## src/rtl/mbp_pkg.sv

```systemverilog
// Package for the backoff, pacing, pause and hash block.
// Assumes one 100 MHz clock and a plain register port with word-aligned byte offsets.
package mbp_pkg;
	// ==========================================
	// Register offsets (byte addresses)
	localparam logic [7:0] ADDR_HASH_LOWER = 8'h00;
	localparam logic [7:0] ADDR_HASH_UPPER = 8'h04;
	localparam logic [7:0] ADDR_BACKOFF = 8'h08;
	localparam logic [7:0] ADDR_PACING = 8'h0C;
	localparam logic [7:0] ADDR_RX_PAUSE = 8'h10;
	// ==========================================
	// Field layout
	localparam int RND_LSB = 16;
	localparam int COLL_LSB = 12;
	localparam int BOFF_LSB = 0;
	localparam int RND_W = 10;
	localparam int COLL_W = 4;
	localparam int BOFF_W = 10;
	localparam int PACE_W = 5;
	localparam int PAUSE_W = 16;
	localparam int HASH_W = 6;
	localparam int DA_W = 48;
	// ==========================================
	// Values
	localparam logic [31:0] HASH_RESET = 32'h0000_0000;
	localparam logic [PACE_W-1:0] PACE_MAX = 5'h1F;
	localparam logic [PAUSE_W-1:0] PAUSE_RELOAD = 16'hFF00;
	localparam logic [PAUSE_W-1:0] PAUSE_TIME_ALL_ONES = 16'hFFFF;
	localparam logic [RND_W-1:0] LFSR_TAPS = 10'h240;
	localparam logic [3:0] BACKOFF_LIMIT = 4'hA;
	localparam int IPG_STRETCH = 4;
	// ==========================================
	// Timing
	localparam int CLK_MHZ = 100;
	localparam int SLOT_BIT_TIMES = 512;
	localparam int SLOT_NS = 5120;
	localparam int SLOT_CYCLES = (SLOT_NS * CLK_MHZ + 999) / 1000;
	localparam int IPG_NS = 960;
	localparam int IPG_CYCLES = (IPG_NS * CLK_MHZ + 999) / 1000;
	typedef enum logic [2:0] {
		GAP_IDLE = 3'b001,
		GAP_WAIT = 3'b010,
		GAP_DONE = 3'b100
	} mbp_gap_e;
endpackage : mbp_pkg

```

## src/rtl/mbp_hash.sv

```systemverilog
// Group address hash filter.
// Assumes the destination address is stable while checked.
`timescale 1ns/1ps
module mbp_hash (
	input wire logic [47:0] dest_addr,
	input wire logic [31:0] group_hash_lower,
	input wire logic [31:0] group_hash_upper,
	output logic [5:0] hash_value,
	output logic hash_accept
);
	// ==========================================
	// Fold address bits modulo six
	genvar gi;
	generate
		for (gi = 0; gi < mbp_pkg::HASH_W; gi++) begin : g_fold
			logic acc;
			always_comb begin
				acc = 1'b0;
				for (int k = gi; k < mbp_pkg::DA_W; k += mbp_pkg::HASH_W) begin
					acc = acc ^ dest_addr[k];
				end
			end
			assign hash_value[gi] = acc;
		end
	endgenerate
	// Top hash bit picks the table half
	assign hash_accept = hash_value[5] ? group_hash_upper[hash_value[4:0]]
		: group_hash_lower[hash_value[4:0]];
endmodule : mbp_hash

```

## src/rtl/mbp_slot_timer.sv

```systemverilog
// Slot time tick generator.
// Assumes a free running clock at the package rate.
`timescale 1ns/1ps
module mbp_slot_timer (
	input wire logic clk,
	input wire logic rst,
	input wire logic restart,
	output logic tick
);
	logic [15:0] cnt_ff;
	logic [15:0] nxt_cnt;
	always_comb begin
		nxt_cnt = cnt_ff + 16'h0001;
		if (restart || cnt_ff == 16'(mbp_pkg::SLOT_CYCLES - 1)) begin
			nxt_cnt = 16'h0000;
		end
	end
	always_ff @(posedge clk) begin
		if (rst) begin
			cnt_ff <= 16'h0000;
		end else begin
			cnt_ff <= nxt_cnt;
		end
	end
	assign tick = !restart && cnt_ff == 16'(mbp_pkg::SLOT_CYCLES - 1);
endmodule : mbp_slot_timer

```

## src/rtl/mbp_top.sv

```systemverilog
// Backoff, pacing, receive pause and hash filter logic of the MAC.
// Assumes the transmit engine reports collisions, deferrals and frame ends.
// ==========================================
// Summary of operation
// - Upper hash half accepts values 32-63
// - Hash bit i folds address bits modulo six
// - Lower hash half accepts values 0-31
// - Random generator readable at bits 25-16
// - Generator zero in reset, then advances
// - Collision tally readable at bits 15-12
// - Backoff loaded on collision, decrements per slot
// - Collision or deferral loads pacing to 31
// - Clean frame decrements pacing down to zero
// - Pacing active stretches gap to four
// - Deferred or collided frame uses normal gap
// - Pause frame sent with time FFFFh loads timer FF00h
// - Pause timer decrements per slot, readable
// - Timer at zero raises pause request; reload waits for a pause sent with time FFFFh
`timescale 1ns/1ps
module mbp_top (
	input wire logic clk,
	input wire logic rst,
	input wire logic [7:0] reg_addr,
	input wire logic [31:0] reg_wdata,
	input wire logic reg_wr,
	input wire logic reg_rd,
	output logic [31:0] reg_rdata,
	input wire logic [47:0] dest_addr,
	output logic group_accept,
	output logic [5:0] group_hash_value,
	input wire logic tx_collision,
	input wire logic tx_deferred,
	input wire logic tx_frame_done,
	input wire logic tx_frame_start,
	output logic backoff_busy,
	output logic tx_gap_hold,
	input wire logic pause_sent,
	input wire logic [15:0] pause_sent_time,
	output logic pause_send_req
);
	// ==========================================
	// Registers
	logic [31:0] group_hash_lower_ff, nxt_group_hash_lower;
	logic [31:0] group_hash_upper_ff, nxt_group_hash_upper;
	logic [9:0] backoff_random_value_ff, nxt_backoff_random_value;
	logic [3:0] collision_tally_ff, nxt_collision_tally;
	logic [9:0] backoff_countdown_ff, nxt_backoff_countdown;
	logic [4:0] pacing_level_ff, nxt_pacing_level;
	logic [15:0] pause_countdown_ff, nxt_pause_countdown;
	logic pause_active_ff, nxt_pause_active;
	logic pause_send_ff, nxt_pause_send;
	logic [31:0] reg_rdata_ff, nxt_reg_rdata;
	logic last_clean_ff, nxt_last_clean;
	mbp_pkg::mbp_gap_e gap_state_ff, nxt_gap_state;
	logic [9:0] gap_cnt_ff, nxt_gap_cnt;
	logic slot_tick;
	logic [9:0] backoff_mask;
	logic [3:0] mask_bits;

	mbp_hash u_hash (
		.dest_addr(dest_addr),
		.group_hash_lower(group_hash_lower_ff),
		.group_hash_upper(group_hash_upper_ff),
		.hash_value(group_hash_value),
		.hash_accept(group_accept)
	);

	// Slot clock restarts on collision so the first decrement is a full slot later
	mbp_slot_timer u_slot (
		.clk(clk),
		.rst(rst),
		.restart(tx_collision),
		.tick(slot_tick)
	);

	// ==========================================
	// Register port
	always_comb begin
		nxt_group_hash_lower = group_hash_lower_ff;
		nxt_group_hash_upper = group_hash_upper_ff;
		nxt_reg_rdata = 32'h0000_0000;
		if (reg_wr && reg_addr == mbp_pkg::ADDR_HASH_LOWER) begin
			nxt_group_hash_lower = reg_wdata;
		end
		if (reg_wr && reg_addr == mbp_pkg::ADDR_HASH_UPPER) begin
			nxt_group_hash_upper = reg_wdata;
		end
		if (reg_rd) begin
			case (reg_addr)
				mbp_pkg::ADDR_HASH_LOWER: nxt_reg_rdata = group_hash_lower_ff;
				mbp_pkg::ADDR_HASH_UPPER: nxt_reg_rdata = group_hash_upper_ff;
				mbp_pkg::ADDR_BACKOFF: begin
					nxt_reg_rdata[mbp_pkg::RND_LSB +: mbp_pkg::RND_W] =
						backoff_random_value_ff;
					nxt_reg_rdata[mbp_pkg::COLL_LSB +: mbp_pkg::COLL_W] =
						collision_tally_ff;
					nxt_reg_rdata[mbp_pkg::BOFF_LSB +: mbp_pkg::BOFF_W] =
						backoff_countdown_ff;
				end
				mbp_pkg::ADDR_PACING: nxt_reg_rdata[mbp_pkg::PACE_W-1:0] = pacing_level_ff;
				mbp_pkg::ADDR_RX_PAUSE: nxt_reg_rdata[mbp_pkg::PAUSE_W-1:0] =
					pause_countdown_ff;
				default: nxt_reg_rdata = 32'h0000_0000;
			endcase
		end
	end

	// ==========================================
	// Random generator and backoff
	always_comb begin
		nxt_backoff_random_value = {backoff_random_value_ff[8:0],
			~^(backoff_random_value_ff & mbp_pkg::LFSR_TAPS)};
		// Compare before adding: a saturated tally would wrap to zero in four bits
		mask_bits = (collision_tally_ff >= mbp_pkg::BACKOFF_LIMIT) ?
			mbp_pkg::BACKOFF_LIMIT : 4'(collision_tally_ff + 4'h1);
		backoff_mask = 10'(({1'b0, 10'h3FF} >> (mbp_pkg::BACKOFF_LIMIT - mask_bits)));
		nxt_collision_tally = collision_tally_ff;
		nxt_backoff_countdown = backoff_countdown_ff;
		if (tx_collision) begin
			if (collision_tally_ff != 4'hF) begin
				nxt_collision_tally = collision_tally_ff + 4'h1;
			end
			// Truncation at ten keeps the mask inside the counter width
			nxt_backoff_countdown = backoff_random_value_ff & backoff_mask;
		end else begin
			if (slot_tick && backoff_countdown_ff != 10'h000) begin
				nxt_backoff_countdown = backoff_countdown_ff - 10'h001;
			end
			if (tx_frame_done) begin
				nxt_collision_tally = 4'h0;
			end
		end
	end
	assign backoff_busy = backoff_countdown_ff != 10'h000;

	// ==========================================
	// Pacing and gap stretch
	always_comb begin
		nxt_pacing_level = pacing_level_ff;
		nxt_last_clean = last_clean_ff;
		if (tx_collision || tx_deferred) begin
			nxt_pacing_level = mbp_pkg::PACE_MAX;
			nxt_last_clean = 1'b0;
		end else if (tx_frame_done && last_clean_ff) begin
			// Only a frame with no collision or deferral counts down
			if (pacing_level_ff != 5'h00) begin
				nxt_pacing_level = pacing_level_ff - 5'h01;
			end
		end
		if (tx_frame_start) begin
			nxt_last_clean = 1'b1;
		end
	end

	always_comb begin
		nxt_gap_state = gap_state_ff;
		nxt_gap_cnt = gap_cnt_ff;
		case (gap_state_ff)
			mbp_pkg::GAP_IDLE: begin
				if (tx_frame_done) begin
					nxt_gap_state = mbp_pkg::GAP_WAIT;
					// Stretch only after a clean frame while pacing
					if (last_clean_ff && !tx_collision && !tx_deferred
						&& pacing_level_ff != 5'h00) begin
						nxt_gap_cnt = 10'(mbp_pkg::IPG_STRETCH * mbp_pkg::IPG_CYCLES);
					end else begin
						nxt_gap_cnt = 10'(mbp_pkg::IPG_CYCLES);
					end
				end
			end
			mbp_pkg::GAP_WAIT: begin
				if (gap_cnt_ff <= 10'h001) begin
					nxt_gap_state = mbp_pkg::GAP_DONE;
					nxt_gap_cnt = 10'h000;
				end else begin
					nxt_gap_cnt = gap_cnt_ff - 10'h001;
				end
			end
			mbp_pkg::GAP_DONE: nxt_gap_state = mbp_pkg::GAP_IDLE;
			default: nxt_gap_state = mbp_pkg::GAP_IDLE;
		endcase
	end
	assign tx_gap_hold = gap_state_ff == mbp_pkg::GAP_WAIT;

	// ==========================================
	// Receive pause timer
	always_comb begin
		nxt_pause_countdown = pause_countdown_ff;
		nxt_pause_active = pause_active_ff;
		nxt_pause_send = pause_send_ff;
		if (pause_sent && pause_sent_time == mbp_pkg::PAUSE_TIME_ALL_ONES) begin
			nxt_pause_countdown = mbp_pkg::PAUSE_RELOAD;
			nxt_pause_active = 1'b1;
			nxt_pause_send = 1'b0;
		end else if (pause_sent) begin
			nxt_pause_send = 1'b0;
		end else if (pause_active_ff && slot_tick && pause_countdown_ff != 16'h0000) begin
			nxt_pause_countdown = pause_countdown_ff - 16'h0001;
		end else if (pause_active_ff && pause_countdown_ff == 16'h0000) begin
			// Request stays up until the next pause frame goes out
			nxt_pause_send = 1'b1;
		end
	end
	assign pause_send_req = pause_send_ff;

	// ==========================================
	// State registers
	always_ff @(posedge clk) begin
		if (rst) begin
			group_hash_lower_ff <= mbp_pkg::HASH_RESET;
			group_hash_upper_ff <= mbp_pkg::HASH_RESET;
			backoff_random_value_ff <= 10'h000;
			collision_tally_ff <= 4'h0;
			backoff_countdown_ff <= 10'h000;
			pacing_level_ff <= 5'h00;
			last_clean_ff <= 1'b0;
			gap_state_ff <= mbp_pkg::GAP_IDLE;
			gap_cnt_ff <= 10'h000;
			pause_countdown_ff <= 16'h0000;
			pause_active_ff <= 1'b0;
			pause_send_ff <= 1'b0;
			reg_rdata_ff <= 32'h0000_0000;
		end else begin
			group_hash_lower_ff <= nxt_group_hash_lower;
			group_hash_upper_ff <= nxt_group_hash_upper;
			backoff_random_value_ff <= nxt_backoff_random_value;
			collision_tally_ff <= nxt_collision_tally;
			backoff_countdown_ff <= nxt_backoff_countdown;
			pacing_level_ff <= nxt_pacing_level;
			last_clean_ff <= nxt_last_clean;
			gap_state_ff <= nxt_gap_state;
			gap_cnt_ff <= nxt_gap_cnt;
			pause_countdown_ff <= nxt_pause_countdown;
			pause_active_ff <= nxt_pause_active;
			pause_send_ff <= nxt_pause_send;
			reg_rdata_ff <= nxt_reg_rdata;
		end
	end
	assign reg_rdata = reg_rdata_ff;
endmodule : mbp_top
```

## config.mk

```make
export PLATFORM = sky130hd
export DESIGN_NAME = mbp_top
export DESIGN_NICKNAME = d
export VERILOG_FILES = /design/src/rtl/mbp_pkg.sv /design/src/rtl/mbp_hash.sv /design/src/rtl/mbp_slot_timer.sv /design/src/rtl/mbp_top.sv
export SDC_FILE = /design/constraint.sdc
export NUM_CORES = 1
export LEC_CHECK = 0
export BUFFER_PORTS_ARGS = -buffer_cell sky130_fd_sc_hd__buf_2
export CORE_ASPECT_RATIO = 0.75
export CORE_MARGIN = 2
export CORE_UTILIZATION = 35
export CTS_CLUSTER_SIZE = 24
export DETAILED_ROUTE_END_ITERATION = 7
export SLEW_MARGIN = 20
export SYNTH_ARGS = -nofsm -noshare
export SYNTH_HDL_FRONTEND = slang
export SYNTH_HIERARCHICAL = 1
export SYNTH_SLANG_ARGS = --single-unit
```

## constraint.sdc

```tcl
create_clock -name clk -period 6.9 [get_ports clk]
set_input_delay 0.345 -clock clk [delete_from_list [all_inputs] [get_ports clk]]
set_output_delay 0.345 -clock clk [all_outputs]
set_load 0.02 [all_outputs]
```

==> flow_summary.json, run 1 <==
{
  "critPathMaxFanout": 17,
  "layout.area.seq_um2": 3460,
  "drive_gt1_share_pct": 24.8,
  "cellLeakagePower_nw": 4.00,
  "end_kind": "output port",
  "ys_dominant_reg_cell": "dfxtp_1",
  "numPlacedInstances": 1449,
  "route.final.wire_length_mm": 25.2,
  "maxSlewHeadroom_pct": 35.3,
  "setup_tns_final_ns": 0,
  "design.portCount": 155,
  "worstHoldPathType": "input port to flop",
  "cts_htree_levels": 4,
  "crit_chain": "buf_2 -> xnor2_1 -> xnor2_1 -> xnor2_4 -> mux4_1 -> mux2i_1 -> mux2i_1 -> mux2i_1 -> mux2i_1 -> buf_2",
  "filler_cell_count": 2517,
  "fin_skew_ns": 0.00976,
  "synth_top_area_share_pct": 38.5,
  "postCtsHoldBufs": 0,
  "postCtsSetupRepairBufs": 0,
  "post-synth-top-area-cell": "dfxtp_1",
  "yosysWarnings": 6,
  "synth.net_count": 1133,
  "drc": 0,
  "num-nets-final": 1255,
  "final-setup-viol-count": 0,
  "clock_sink_count": 173,
  "grt_busiest_layer": "met1",
  "synth.top_cells.by_count": "dfxtp_1, nand2_1, nor2_1, a21oi_1, xnor2_1",
  "grt-ovfl-total": 0,
  "max_transition_viols_final": 0,
  "ir_drop_mv": 0.177,
  "dieHeight_um": 143,
  "outcome": "finished clean",
  "core.rowCount": 50,
  "period_minus_slack_ns": 3.43,
  "crit_required_ns": 6.55,
  "period_share_pct": 49.8,
  "dieArea_um2": 27000,
  "synthTopCellsByArea": "dfxtp_1, nand2_1, xnor2_1",
  "critical_path.startpoint_type": "input port",
  "worst_pin_slew_ns": 0.965,
  "detail_route.iter0.violations": 665,
  "total_routing_usage_gr_pct": 18.6,
  "cp_top_family": "multiplexers",
  "grt_first_pass_wirelength_mm": 39.1,
  "cts_repair_resize_count": 0,
  "synth-async-reset-ratio_pct": 0,
  "crit_path_frequent_cell": "mux2i_1",
  "worst_ep_arrival_time_ns": 3.09,
  "clkTransAtPathRegs_ns": 0.07,
  "netlist_instances": 1008,
  "post_synth.cell_area_avg_um2": 8.92,
  "final_hold_viol_count": 0,
  "n_antenna_cell": 0,
  "vias_in_the_first_global_route": 7115,
  "largest_net_degree_at_the_start_of_global_routing": 59,
  "fin_hold_ws_ns": 0.127,
  "power.density_cell_area_nw_per_um2": 230,
  "use_met2_pct": 26.4,
  "synth_cell_types": 79,
  "grt_setup_unrepaired": "no",
  "grt_use_met1_pct": 28.6,
  "ys_seq_elements": 173,
  "cts_buffers": 17,
  "gr-usage-met3_pct": 4.13,
  "initial_core_util_pct": 35.9,
  "floorplan.die.width_um": 189,
  "route.vias.total": 7685,
  "drv_cap": 0,
  "cts_tree": "built",
  "clock_tree.buffer_depth": 2,
  "initial_antenna_violation_count": 0,
  "worst_path_max_delay_cell": "mux4_1",
  "dr.pass1.iters": 5,
  "achievable-frequency_ghz": 0.291,
  "multi_input_comb_area_um2": 5150,
  "detailed_place_hpwl_mm": 18.2,
  "synthMostInstantiatedCell": "dfxtp_1",
  "gp_congestion": 0.828,
  "synthToLayoutAreaGrowth_pct": 17.2,
  "drt-vias-per-instance": 5.19,
  "route.antenna.remaining_nets": 0,
  "detail_route.wl_per_cell_um": 17.0,
  "core_region_area_um2": 25100,
  "root_buffer_master": "clkbuf_16",
  "clk-insertion-delay-late_ns": 0.44,
  "place.port_buffers": 154,
  "worst-path-buf-inv": 2,
  "synth-seq-area-share_pct": 38.5,
  "cp_slowest_stage_delay_ns": 0.68,
  "instances_no_fill": 1481,
  "synth_area_um2": 9000,
  "critical_path_class": "input port to output port",
  "number_of_enable_flip_flop_cells_after_synthesis": 0
}
-- cells by family after synthesis --
kind of cell / synth area share, %
mux: 10.1
flops: 38.5
xor+xnor: 8.28
compound gates: 14.2
buf+inv: 4.52
fa+ha+maj: 1.67
simple gates: 22.8
-- through the flow --
| stage | utilization (%) | total power, mW | cell area (µm²) | setup slack (ns) |
|---|---|---|---|---|
| 6_report | 42.0 | 2.43 | 10500 | 3.47 |
| 5_1_grt | 42.0 | 2.51 | 10500 | 3.33 |
| 4_1_cts | 42.0 | 2.44 | 10500 | 3.17 |
| 3_5_place_dp | 39.5 | 1.41 | 9900 | 3.16 |
| 3_3_place_gp | 39.5 | 1.41 | 9900 | 3.21 |
| 2_1_floorplan | - | 1.32 | 9000 | 4.27 |
-- routing by layer --
layer  share of wire [%]  up-vias  wire (µm)
met4                0.72        0        182
met5                   0        -          0
met1                  51     3592      12700
met2                  40      293      10200
li1                    -     3788          -
met3                 8.3       12       2090
-- layout make-up --
| type | count | area share (%) |
|---|---|---|
| inverter | 16 | 0.569 |
| clock inverter | 15 | 1.92 |
| sequential | 173 | 32.8 |
| tap | 338 | 4.01 |
| timing repair buffer | 161 | 7.83 |
| clock buffer | 17 | 4.03 |
| multi-input combinational | 761 | 48.8 |
-- path summary, 6_finish.rpt --
kind / cells after the start / to / from / slack, ns
worst max-delay path: 10 / group_accept / dest_addr[24] / 3.47
worst min-delay path: 2 / pause_send_req$_SDFFE_PP0P_ / pause_sent / 0.13
worst max register to register: 9 / pause_countdown_ff[13]$_SDFFE_PP0P_ / u_slot/cnt_ff[0]$_SDFF_PP0_ / 3.67
worst min register to register: 1 / u_slot/cnt_ff[0]$_SDFF_PP0_ / u_slot/cnt_ff[0]$_SDFF_PP0_ / 0.43
-- state kept, by name, summed over array words and instances (netlist names) --
name	flops
pause_send_req	1
group_hash_lower_ff	32
last_clean_ff	1
group_hash_upper_ff	32
pause_active_ff	1
reg_rdata	32
gap_state_ff	3
gap_cnt_ff	10
u_slot/cnt_ff	16
backoff_countdown_ff	10
backoff_random_value_ff	10
pause_countdown_ff	16
pacing_level_ff	5
collision_tally_ff	4
-- placed cells by master (no fill, tap or decap), types with 6 or more instances in the layout --
cell       Yosys  layout
ha_1          12      12
nand4_1       10      10
nand2_1      139     139
xor2_1        18      18
o21ai_0       27      27
nor2b_1       15      15
mux4_1        16      16
buf_2         12     153
a21oi_2       30      30
a21oi_1       84      84
nor4_1        10      10
a22oi_1       11      11
nand3_1       18      18
and3_1         6       6
nand2_2       30      30
clkbuf_16      0      17
dfxtp_1      173     173
inv_1         15      15
or4_1          6       6
nor3_1        19      19
mux2i_1       43      43
or3_1         11      11
xnor2_1       57      57
nor2_1       111     111
buf_4          6       8
-- report_power, final --
group	leakage [nW]	switching, mW	internal (mW)	total, mW
logic	2.30	0.216	0.155	0.371
registers	1.40	0.0126	1.01	1.02
clock network	0.303	0.449	0.586	1.03
total	4.00	0.677	1.75	2.43
-- worst reg2reg max path, delay by kind of cell, from the launching register on --
kind                       cells  cell delay (ns)
AOI/OAI and AO/OA              1             0.08
adders and majority gates      1             0.23
DFF                            1             0.34
muxes                          1             0.21
and+or+nand+nor                6             2.22
(Power assumes the default switching activity.)
==> inputs of run 2 (changes only) <==
==> constraint.sdc (replaced) <==
create_clock -name clk -period 2.95 [get_ports clk]
set_input_delay 0.1475 -clock clk [delete_from_list [all_inputs] [get_ports clk]]
set_output_delay 0.1475 -clock clk [all_outputs]
set_load 0.02 [all_outputs]
==> flow_summary.json, run 2 (synthesis gave the netlist of run 1 again) <==
{
  "outcome": "finished clean",
  "dieHeight_um": 143,
  "achievable-frequency_ghz": 0.362,
  "drc": 0,
  "worst_pin_slew_ns": 0.728,
  "regToRegStartpoint": "u_slot/cnt_ff[11]$_SDFF_PP0_",
  "detailed_place_hpwl_mm": 18.4,
  "vias_in_the_first_global_route": 7364,
  "critical_path_class": "input port to output port",
  "clock_sink_count": 173,
  "route.final.wire_length_mm": 25.8,
  "detail_route.wl_per_cell_um": 16.8,
  "initial_core_util_pct": 35.9,
  "cellLeakagePower_nw": 4.25,
  "critPathMaxFanout": 5,
  "drv_cap": 0,
  "grt-ovfl-total": 0,
  "fin_hold_ws_ns": 0.0975,
  "maxSlewHeadroom_pct": 51.1,
  "dieArea_um2": 27000,
  "detail_route.iter0.violations": 686,
  "timing.critical_path.to": "group_accept",
  "setup.reg_to_reg.worst_slack_ns": 0.33,
  "power.clock.fraction_pct": 43.2,
  "core_region_area_um2": 25100,
  "seq_power_share_pct": 40.4,
  "drt-vias-per-instance": 5.12,
  "floorplan.die.width_um": 189,
  "total_routing_usage_gr_pct": 19.1,
  "initial_antenna_violation_count": 1,
  "power.density_cell_area_nw_per_um2": 534,
  "cts_tree": "built",
  "drive_gt1_share_pct": 25.3,
  "comb_power_share_pct": 16.5,
  "route.vias.total": 7860,
  "route.antenna.remaining_nets": 0,
  "end_kind": "output port",
  "largest_net_degree_at_the_start_of_global_routing": 56,
  "design.portCount": 155,
  "ir_drop_mv": 0.413,
  "place_ws_ns": -0.328,
  "clk-insertion-delay-late_ns": 0.44,
  "clkTransAtPathRegs_ns": 0.07,
  "clock_tree.buffer_depth": 2,
  "dr.pass1.iters": 5,
  "n_antenna_cell": 0,
  "p_sw_share_pct": 26.5,
  "core.rowCount": 50,
  "synthToLayoutAreaGrowth_pct": 23.3,
  "reg2regPathDepth": 8,
  "max_transition_viols_final": 0,
  "worst_r2r_endpoint": "pause_countdown_ff[14]$_SDFFE_PP0P_",
  "crit_required_ns": 2.80,
  "net-switching-power_mw": 1.57,
  "internal_power_mw": 4.35,
  "cts_buffers": 17,
  "critical_path.startpoint_type": "input port",
  "layout_commonest_cell": "dfxtp_1",
  "gp_congestion": 0.854,
  "cts_htree_levels": 4,
  "fin_total_pwr_mw": 5.92,
  "place.port_buffers": 154,
  "filler_cell_count": 2456,
  "worst_ep_arrival_time_ns": 2.61,
  "critPathLaunch": "dest_addr[12]",
  "grt_first_pass_wirelength_mm": 40.3,
  "fin_ws_ns": 0.189,
  "root_buffer_master": "clkbuf_16",
  "period_minus_slack_ns": 2.76,
  "fin_skew_ns": 0.00952,
  "worstHoldPathType": "input port to flop",
  "layout.cells.most_common_list": "dfxtp_1, buf_2, nand2_1",
  "final-setup-viol-count": 0,
  "final_hold_viol_count": 0,
  "period_share_pct": 93.6,
  "num-nets-final": 1308,
  "grt_setup_unrepaired": "no"
}
==> run 2: power groups by stage <==
stage | registers [mW] | logic (mW) | clock network (mW)
finish | 2.39 | 0.976 | 2.55
global route | 2.39 | 1.04 | 2.70
CTS | 2.39 | 0.964 | 2.59
detailed placement | 2.44 | 0.869 | 0
global placement | 2.44 | 0.857 | 0
floorplan | 2.43 | 0.646 | 0
==> run 2: stage by stage <==
stage | std cells | instance area, µm² | utilization, % | setup TNS (ns)
2_1_floorplan | 1008 | 9000 | - | 0
3_3_place_gp | 1464 | 10000 | 40.0 | -0.165
3_5_place_dp | 1464 | 10000 | 40.0 | -0.328
4_1_cts | 1534 | 11100 | 44.2 | 0
5_1_grt | 1534 | 11100 | 44.2 | 0
6_report | 1534 | 11100 | 44.2 | 0
==> run 2: timing repair <==
item,4_1_cts,5_1_grt
pin swaps,1,0
gates resized for setup,1,1
setup buffers,4,0
hold endpoints to repair,64,0
endpoints found under the setup margin,1,1
hold buffers,34,0
==> run 2: layer usage <==
layer / vias to the layer above / GRT usage [%] / wire [µm]
li1: 3888 / - / -
met1: 3651 / 28.5 / 12900
met2: 289 / 26.6 / 10300
met3: 30 / 5.21 / 2240
met4: 2 / 4.93 / 357
met5: - / 0 / 13
==> run 2: worst min path at each step <==
stage                      from                               to  slack (ns)  cells past startpoint
floorplan            pause_sent      pause_send_req$_SDFFE_PP0P_        0.23                      1
global placement     pause_sent      pause_send_req$_SDFFE_PP0P_        0.37                      2
detailed placement   pause_sent      pause_send_req$_SDFFE_PP0P_        0.37                      2
CTS                 tx_deferred  pacing_level_ff[2]$_SDFFE_PP0P_        0.09                      3
global route        tx_deferred  pacing_level_ff[4]$_SDFFE_PP0P_        0.13                      3
finish              tx_deferred  pacing_level_ff[2]$_SDFFE_PP0P_         0.1                      3
==> run 2: area by class of cell <==
type / instances / area [µm²] / area share (%)
clock buffer: 18 / 439 / 3.96
clock inverter: 14 / 225 / 2.03
inverter: 16 / 60.1 / 0.541
multi-input combinational: 761 / 5150 / 46.4
sequential: 173 / 3460 / 31.2
tap: 338 / 423 / 3.81
timing repair buffer: 214 / 1330 / 12.0
==> run 2: critical path, cell delays in order <==
cell and delay (ns):
buf_2 0.10, xnor2_1 0.13, xnor2_1 0.39, xnor2_4 0.22
buf_4 0.19, mux4_1 0.56, mux2i_1 0.16, mux2i_1 0.09
mux2i_1 0.23, mux2i_1 0.19, buf_2 0.21
